--- src/rtl/csa_pkg.sv ---
// Shared types and constants for the card-bus host socket controller.
// Assumes a single 100 MHz clock and a card bus of 26 address and 16 data lines.
package csa_pkg;

	// ----------------------------------------
	// Bus geometry and capacity
	// ----------------------------------------
	localparam int ADDR_W       = 26;
	localparam int DATA_W       = 16;
	// Common memory address bits reachable per paging scheme
	localparam int CM_BITS_NONE = 26;
	localparam int CM_BITS_8X1  = 34;
	localparam int CM_BITS_8X2  = 33;
	localparam int CM_BITS_8X4  = 32;
	localparam int CM_BITS_16X1 = 42;
	localparam int CM_BITS_16X2 = 41;
	localparam int CM_BITS_16X4 = 40;
	localparam int CM_BITS_COR  = 32;
	// Lines the card decodes in an overlapping window
	localparam int OVL_DEC_BITS = 10;

	// ----------------------------------------
	// Cycle timing
	// ----------------------------------------
	localparam int CLK_NS     = 10;
	localparam int SETUP_NS   = 30;
	localparam int STROBE_NS  = 300;
	localparam int HOLD_NS    = 20;
	localparam logic [7:0] SETUP_CYC  = 8'((SETUP_NS + CLK_NS - 1) / CLK_NS);
	localparam logic [7:0] STROBE_CYC = 8'((STROBE_NS + CLK_NS - 1) / CLK_NS);
	localparam logic [7:0] HOLD_CYC   = 8'((HOLD_NS + CLK_NS - 1) / CLK_NS);

	// ----------------------------------------
	// Types
	// ----------------------------------------
	typedef enum logic [1:0] {
		SP_COMMON = 2'h0,
		SP_ATTR   = 2'h1,
		SP_IO     = 2'h2
	} csa_space_t;

	typedef enum logic [2:0] {
		ST_IDLE   = 3'h0,
		ST_SETUP  = 3'h1,
		ST_STROBE = 3'h2,
		ST_HOLD   = 3'h3,
		ST_DONE   = 3'h4
	} csa_fsm_t;

	typedef struct packed {
		csa_space_t          space;
		logic                write;
		logic                word;
		logic [ADDR_W-1:0]   addr;
		logic [DATA_W-1:0]   wdata;
	} csa_req_t;

	typedef struct packed {
		logic [DATA_W-1:0]   rdata;
		logic                refused;
		logic                no_ack;
		logic                split;
		logic                undef;
	} csa_rsp_t;

	typedef struct packed {
		logic                mode_io;
		logic                ready;
		logic                wr_protect;
		logic [1:0]          battery;
		logic                irq;
		logic                status_chg;
		logic                speaker;
	} csa_status_t;

	typedef struct packed {
		logic [ADDR_W-1:0]   addr;
		logic                even_byte_enable_n;
		logic                odd_byte_enable_n;
		logic                oe_n;
		logic                we_n;
		logic                iord_n;
		logic                iowr_n;
		logic                reg_n;
		logic                card_reset;
		logic [DATA_W-1:0]   data_out;
		logic                data_oe;
	} csa_pins_t;

endpackage
--- src/rtl/csa_host_socket.sv ---
// Host socket controller driving one removable card over the 16-bit card bus.
// Assumes card pins are synchronous to clk; the pad ring resolves data_out/data_oe.
`timescale 1ns/1ps
`default_nettype none
module csa_host_socket #(
	parameter int DEC_BITS = csa_pkg::OVL_DEC_BITS
) (
	input  wire logic                          clk,                  // 100 MHz clock
	input  wire logic                          nrst,                 // Async reset, active low
	// User request side
	input  wire logic                          req_valid,            // Request offered
	output logic                               req_ready,            // Request taken
	input  wire csa_pkg::csa_req_t             req,                  // Request fields
	output logic                               rsp_valid,            // One-cycle answer
	output csa_pkg::csa_rsp_t                  rsp,                  // Answer fields
	// Socket configuration and status
	input  wire logic                          card_present,         // Card inserted
	input  wire logic                          card_reset_req,       // Hold card in reset
	input  wire logic                          io_mode_req,          // Card configured for I/O
	input  wire logic [csa_pkg::ADDR_W-1:0]    win_base,             // I/O window base
	input  wire logic [csa_pkg::ADDR_W-1:0]    win_mask,             // I/O window mask
	input  wire logic                          win_overlap,          // Overlapping window
	output csa_pkg::csa_status_t               status,               // Pin status by mode
	// Card pins
	output csa_pkg::csa_pins_t                 pins,                 // Driven card pins
	input  wire logic [csa_pkg::DATA_W-1:0]    data_in,              // Data from card
	input  wire logic                          ready_irq_pin,        // Ready or interrupt request
	input  wire logic                          wp_wide_port_flag_n,  // Write protect or wide flag
	input  wire logic [1:0]                    battery_level_detect, // Battery or status/speaker
	input  wire logic                          input_port_ack_n      // Input port acknowledge
);

	typedef struct packed {
		csa_pkg::csa_fsm_t    fsm;
		logic [7:0]           cnt;
		csa_pkg::csa_req_t    req;
		logic                 split;
		logic                 second;
		logic                 mode_io;
		logic                 rsp_valid;
		csa_pkg::csa_rsp_t    rsp;
		csa_pkg::csa_status_t status;
		csa_pkg::csa_pins_t   pins;
	} csa_state_t;

	csa_state_t s_r;
	csa_state_t s_nxt;
	logic       win_hit;

	// ----------------------------------------
	// I/O window decode
	// ----------------------------------------
	csa_io_window #(
		.AW       (csa_pkg::ADDR_W),
		.DEC_BITS (DEC_BITS)
	) u_win (
		.addr    (req.addr),
		.base    (win_base),
		.mask    (win_mask),
		.overlap (win_overlap),
		.hit     (win_hit)
	);

	function automatic logic is_io(input csa_pkg::csa_req_t r);
		is_io = (r.space == csa_pkg::SP_IO);
	endfunction

	// ----------------------------------------
	// Next state
	// ----------------------------------------
	always_comb begin
		s_nxt = s_r;
		s_nxt.rsp_valid = 1'b0;
		s_nxt.pins.card_reset = card_reset_req;

		// Mode falls back on removal or card reset
		if (!card_present || card_reset_req) begin
			s_nxt.mode_io = 1'b0;
		end else if (io_mode_req) begin
			s_nxt.mode_io = 1'b1;
		end

		// Shared pins take their meaning from the mode
		s_nxt.status.mode_io    = s_r.mode_io;
		s_nxt.status.ready      = !s_r.mode_io && ready_irq_pin;
		// Write protect level is active high, unlike the wide flag sharing the pin
		s_nxt.status.wr_protect = !s_r.mode_io && wp_wide_port_flag_n;
		s_nxt.status.battery    = s_r.mode_io ? 2'h0 : battery_level_detect;
		s_nxt.status.irq        = s_r.mode_io && !ready_irq_pin;
		s_nxt.status.status_chg = s_r.mode_io && !battery_level_detect[0];
		s_nxt.status.speaker    = s_r.mode_io && !battery_level_detect[1];

		case (s_r.fsm)
			csa_pkg::ST_IDLE: begin
				if (req_valid && req_ready) begin
					s_nxt.req    = req;
					s_nxt.split  = 1'b0;
					s_nxt.second = 1'b0;
					s_nxt.rsp    = '0;
					s_nxt.rsp.undef = (req.space == csa_pkg::SP_ATTR) && (req.word || req.addr[0]);
					if (is_io(req) && (!s_r.mode_io || !win_hit)) begin
						s_nxt.rsp.refused = 1'b1;
						s_nxt.fsm = csa_pkg::ST_DONE;
					end else begin
						s_nxt.pins.addr    = req.addr;
						s_nxt.pins.reg_n   = (req.space == csa_pkg::SP_COMMON);
						if (req.word) begin
							s_nxt.pins.addr[0]            = 1'b0;
							s_nxt.pins.even_byte_enable_n = 1'b0;
							s_nxt.pins.odd_byte_enable_n  = 1'b0;
						end else begin
							s_nxt.pins.even_byte_enable_n = req.addr[0];
							s_nxt.pins.odd_byte_enable_n  = !req.addr[0];
						end
						s_nxt.pins.data_out = req.addr[0] && !req.word ? {req.wdata[7:0], req.wdata[7:0]}
						                                               : req.wdata;
						s_nxt.pins.data_oe  = req.write;
						s_nxt.cnt = csa_pkg::SETUP_CYC;
						s_nxt.fsm = csa_pkg::ST_SETUP;
					end
				end
			end
			csa_pkg::ST_SETUP: begin
				s_nxt.cnt = s_r.cnt - 8'h01;
				if (s_r.cnt == 8'h01) begin
					// Narrow port seen on a word I/O cycle: run low byte first
					if (is_io(s_r.req) && s_r.req.word && !s_r.second && wp_wide_port_flag_n) begin
						s_nxt.split = 1'b1;
						s_nxt.rsp.split = 1'b1;
						s_nxt.pins.odd_byte_enable_n = 1'b1;
					end
					s_nxt.pins.oe_n   = !(!is_io(s_r.req) && !s_r.req.write);
					s_nxt.pins.we_n   = !(!is_io(s_r.req) && s_r.req.write);
					s_nxt.pins.iord_n = !(is_io(s_r.req) && !s_r.req.write);
					s_nxt.pins.iowr_n = !(is_io(s_r.req) && s_r.req.write);
					s_nxt.cnt = csa_pkg::STROBE_CYC;
					s_nxt.fsm = csa_pkg::ST_STROBE;
				end
			end
			csa_pkg::ST_STROBE: begin
				s_nxt.cnt = s_r.cnt - 8'h01;
				if (s_r.cnt == 8'h01) begin
					if (!s_r.req.write) begin
						if (!s_r.pins.even_byte_enable_n) begin
							s_nxt.rsp.rdata[7:0] = data_in[7:0];
						end
						if (!s_r.pins.odd_byte_enable_n) begin
							if (s_r.req.word) begin
								s_nxt.rsp.rdata[15:8] = data_in[15:8];
							end else begin
								s_nxt.rsp.rdata[7:0] = data_in[15:8];
							end
						end
						// Data captured with or without a card acknowledge; a missing one only sets no_ack
						if (is_io(s_r.req) && input_port_ack_n) begin
							s_nxt.rsp.no_ack = 1'b1;
						end
					end
					s_nxt.pins.oe_n   = 1'b1;
					s_nxt.pins.we_n   = 1'b1;
					s_nxt.pins.iord_n = 1'b1;
					s_nxt.pins.iowr_n = 1'b1;
					s_nxt.cnt = csa_pkg::HOLD_CYC;
					s_nxt.fsm = csa_pkg::ST_HOLD;
				end
			end
			csa_pkg::ST_HOLD: begin
				s_nxt.cnt = s_r.cnt - 8'h01;
				if (s_r.cnt == 8'h01) begin
					if (s_r.split && !s_r.second) begin
						// Second half: odd byte on the high lane
						s_nxt.second = 1'b1;
						s_nxt.pins.addr[0]            = 1'b1;
						s_nxt.pins.even_byte_enable_n = 1'b1;
						s_nxt.pins.odd_byte_enable_n  = 1'b0;
						s_nxt.cnt = csa_pkg::SETUP_CYC;
						s_nxt.fsm = csa_pkg::ST_SETUP;
					end else begin
						s_nxt.pins.even_byte_enable_n = 1'b1;
						s_nxt.pins.odd_byte_enable_n  = 1'b1;
						s_nxt.pins.reg_n   = 1'b1;
						s_nxt.pins.data_oe = 1'b0;
						s_nxt.fsm = csa_pkg::ST_DONE;
					end
				end
			end
			csa_pkg::ST_DONE: begin
				s_nxt.rsp_valid = 1'b1;
				s_nxt.fsm = csa_pkg::ST_IDLE;
			end
			default: begin
				s_nxt.fsm = csa_pkg::ST_IDLE;
			end
		endcase
	end

	// ----------------------------------------
	// State register
	// ----------------------------------------
	always_ff @(posedge clk or negedge nrst) begin
		if (!nrst) begin
			s_r <= '0;
			s_r.fsm <= csa_pkg::ST_IDLE;
			s_r.pins.even_byte_enable_n <= 1'b1;
			s_r.pins.odd_byte_enable_n  <= 1'b1;
			s_r.pins.oe_n   <= 1'b1;
			s_r.pins.we_n   <= 1'b1;
			s_r.pins.iord_n <= 1'b1;
			s_r.pins.iowr_n <= 1'b1;
			s_r.pins.reg_n  <= 1'b1;
		end else begin
			s_r <= s_nxt;
		end
	end

	assign req_ready = (s_r.fsm == csa_pkg::ST_IDLE) && card_present && !card_reset_req;
	assign rsp_valid = s_r.rsp_valid;
	assign rsp       = s_r.rsp;
	assign status    = s_r.status;
	assign pins      = s_r.pins;
endmodule
`default_nettype wire

--- src/rtl/csa_io_window.sv ---
// Host-side I/O window decoder for one socket.
// Assumes base and mask are held stable while accesses run.
`timescale 1ns/1ps
`default_nettype none
module csa_io_window #(
	parameter int AW       = 26,
	parameter int DEC_BITS = 10
) (
	input  wire logic [AW-1:0] addr,     // Address on the bus
	input  wire logic [AW-1:0] base,     // Window base
	input  wire logic [AW-1:0] mask,     // Bits compared, 1 = compare
	input  wire logic          overlap,  // 1 = card decodes low lines
	output logic               hit       // Address selects this socket
);
	logic [AW-1:0] miss;

	// ----------------------------------------
	// Per-line compare
	// ----------------------------------------
	genvar i;
	generate
		for (i = 0; i < AW; i++) begin : g_bit
			// Low lines left to the card in overlap mode
			if (i < DEC_BITS) begin : g_low
				assign miss[i] = !overlap && mask[i] && (addr[i] != base[i]);
			end else begin : g_high
				assign miss[i] = mask[i] && (addr[i] != base[i]);
			end
		end
	endgenerate

	assign hit = (miss == '0);
endmodule
`default_nettype wire

--- config.mk ---
export PLATFORM = sky130hd
export DESIGN_NAME = csa_host_socket
export DESIGN_NICKNAME = d
export VERILOG_FILES = /design/src/rtl/csa_pkg.sv /design/src/rtl/csa_host_socket.sv /design/src/rtl/csa_io_window.sv
export SDC_FILE = /design/constraint.sdc
export NUM_CORES = 1
export LEC_CHECK = 0
export ABC_AREA = 1
export BUFFER_PORTS_ARGS = -buffer_cell sky130_fd_sc_hd__buf_2
export CAP_MARGIN = 40
export CORE_ASPECT_RATIO = 1.75
export CORE_MARGIN = 5
export CORE_UTILIZATION = 45
export CTS_CLUSTER_SIZE = 10
export DETAILED_ROUTE_END_ITERATION = 10
export PLACE_DENSITY = 0.77
export SLEW_MARGIN = 20
export SYNTH_ARGS = -nofsm -noshare
export SYNTH_HDL_FRONTEND = slang
export SYNTH_HIERARCHICAL = 1
export SYNTH_SLANG_ARGS = --single-unit
--- constraint.sdc ---
create_clock -name clk -period 1.7 [get_ports clk]
set_input_delay 0.255 -clock clk [delete_from_list [all_inputs] [get_ports clk]]
set_output_delay 0.255 -clock clk [all_outputs]
set_load 0.05 [all_outputs]
==> flow_summary.toml <==
[sta]
setup_tns_ps = 0
worst_pin_slew_ps = 447
relSlewSlack = 0.702
hold_viol = 0
finalMaxSlewViolations = 0
fin_crit_ps = 1660
finalCritPeriodShare = 0.978
max_freq_mhz = 601
rsz0062_at_grt = "true"
final.setup.worst_slack_ps = 37.2
finalSetupViolCount = 0
finalClockSkew_ps = 5.96

[worst_setup_path]
path_class = "in -> reg"
critPathLaunchType = "input pin"
cp-end-kind = "flop"
rrSetupSlack_ps = 90
critPathMaxStageDelay_ps = 160
crit_buf_inv = 5
crit_end = "pins[13]"
crit_arrival_ps = 1920
crit_required_ps = 1960
critical_path_cell_count = 17
worstRegToRegCells = 10
cp_slowest_cell = "nor2_2"
path_cells = "buf_2, nor2_2, nand3_2, nand2_1, inv_1, nand2_1, nor2_2, nand2_1, nor2_2, nand2_2, inv_2, nor2_4, nor2_4, buf_12, buf_12, nor2_1, a31oi_1"
r2r-start = "s_r[137]"
path_max_fanout = 6
crit_start = "win_overlap"
path_delay_family = "simple AND/OR/NAND/NOR gates"
reg2reg_to = "pins[21]"

[cts]
htreeDepth = 3
cts_sinks = 97
clkLatencyLatePin_ps = 340
cts_tree = "built"
clk_pin_slew_ps = 70
clk_path_buf_depth = 2
cts_root_buffer = "clkbuf_16"
cts_made_buffers = 9

[power]
pwr-share-comb = 0.561
clkPwrFrac = 0.153
p_sw_frac = 0.515
p_switching_mw = 6.92
p_int_mw = 6.52
max-vdd-ir-drop_uv = 1100
pwr_density_cell_nw_per_um2 = 1860
seqPwrFrac = 0.286
p_leak_nw = 4.05

[synthesis]
syn_inst = 776
avgSynthCellArea_um2 = 7.29
yosys-top-cells-area = "dfrtp_1 (40%), nand2_1 (18%), buf_4 (11%)"
synthArstFlopShare = 1.00
synthFlopType = "dfrtp_1"
synth.net_count = 904
synth_edf_count = 0
yosysMostFrequentCell = "nand2_1"
yosysTopAreaCell = "dfrtp_1"
seq_area_frac_synth = 0.430
ys.warnings.count = 6
yosys.area.top_type_share = 0.398
synth_seq_cells = 97
synthTopCellsByCount = "nand2_1 (276), dfrtp_1 (90), buf_4 (80)"
synthesis.area_um2 = 5660
synth.distinct_cells = 35

[global_route]
grt_usage = 0.220
antenna_found_initial = 1
grt_pass1_vias = 5260
grt_overflow = 0
grt_first_pass_wirelength_um = 25300
grt_max_degree = 42

[drt]
wl_per_cell_um = 15.0
dr.pass1.iters = 5
vias_per_cell = 4.87
vias = 5487
drtIter0Drc = 184
ant_nets = 0
routed_wl_um = 16900
route.detailed.drc = 0

[min_path]
hold_class = "in -> reg"
whs_path_depth = 1

[final_layout]
final_cell_count_no_fill = 1126
area_growth_pct = 27.8
nNetsFinal = 1080
drive_gt1_frac = 0.346

[die]
die_x_um = 94.8
start_util = 0.455
num_rows = 54
core_um2 = 12400
io_pins = 207
die_area_um2 = 15000
die_h_um = 158

[placement]
place_ws_ps = -424
place_congestion = 0.994
placed_cells = 1096
portBuffers = 206
dp_hpwl_um = 13100

[status]
outcome = "finished clean"

[run]
drv_cap = 0
routing by layer:
| metal | global-route usage | part of all wire |
|---|---|---|
| met5 | 0 | 0 |
| met2 | 0.407 | 0.54 |
| met3 | 0.0539 | 0.071 |
| met1 | 0.224 | 0.34 |
| met4 | 0.111 | 0.047 |
power groups by stage:
stage	sequential, mW	combinational [mW]	clock, mW
2_1_floorplan	3.72	6.15	0
3_3_place_gp	3.85	6.93	0
3_5_place_dp	3.86	7.01	0
4_1_cts	3.84	7.15	2.11
5_1_grt	3.95	8.07	2.21
6_report	3.84	7.53	2.06
worst register-to-register path, delay by kind of cell, from the launching register on:
family,cells,cell delay (ps)
buf+inv,4,440
compound gates,1,80
simple gates,5,630
flops,1,400
per-stage QoR:
step	utilization	area (um2)	hold WS [ps]	power [mW]
after floorplan	-	5660	-40.6	9.87
after global placement	0.530	6590	161	10.8
after detailed placement	0.530	6590	165	10.9
after CTS	0.558	6940	25.8	13.1
after global routing	0.582	7230	26.1	14.2
final	0.582	7230	36.6	13.4
final cells by class:
type,count,area [um2]
fill,1221,5200
timing repair buffer,258,1550
tap,168,210
clock buffer,12,246
antenna,1,2.50
multi-input combinational,502,2420
sequential,97,2440
clock inverter,4,51.3
inverter,84,320
layout by cell type, fill, tap and decap left out, types with 5 or more instances in the layout:
master	n
nand4_1	8
nor2_1	63
dfrtp_1	89
clkbuf_16	12
o211ai_1	9
nor2_2	10
nand2_1	267
nor2_4	6
a31oi_1	8
dfstp_2	7
nand2_2	8
inv_1	76
o21ai_0	19
buf_2	203
nand3_1	46
buf_4	45
nand3_2	6
buf_12	5
inv_2	6
o21ai_1	13
a21oi_1	6
timing repair:
| action | in CTS | in global routing |
|---|---|---|
| hold buffers | 1 | 0 |
| pin swaps | 1 | 10 |
| setup endpoints to repair | 19 | 76 |
| gates cloned | 1 | 3 |
| buffers inserted | 0 | 8 |
| resized for setup | 9 | 39 |
| hold endpoints to repair | 18 | 0 |
logic make-up (layout without fill, tap and decap cells):
group | Yosys count | after routing | synth area share
flip-flops | 97 | 97 | 0.430
AO/OA/AOI/OAI | 67 | 67 | 0.0699
AND/OR/NAND/NOR | 428 | 429 | 0.315
adder cells (fa/ha/maj) | 2 | 2 | 0.00442
other | 0 | 1 | 0
buffers and inverters | 178 | 358 | 0.174
XOR/XNOR | 4 | 4 | 0.00619
flip-flops by register name, summed over array words and instances (netlist names):
| name | cells |
|---|---|
| s_nxt | 1 |
| s_r | 17 |
| pins | 51 |
| rsp_valid | 1 |
| status | 8 |
| rsp | 19 |
worst min-delay path by stage:
stage                   start       end  slack, ps
2_1_floorplan            nrst   pins[0]        -40
3_3_place_gp             nrst  pins[37]        160
3_5_place_dp             nrst  pins[37]        170
4_1_cts        card_reset_req  pins[17]         30
5_1_grt        card_reset_req  pins[17]         30
6_report       card_reset_req  pins[17]         40
No activity file was read; power rests on OpenSTA's default activity.
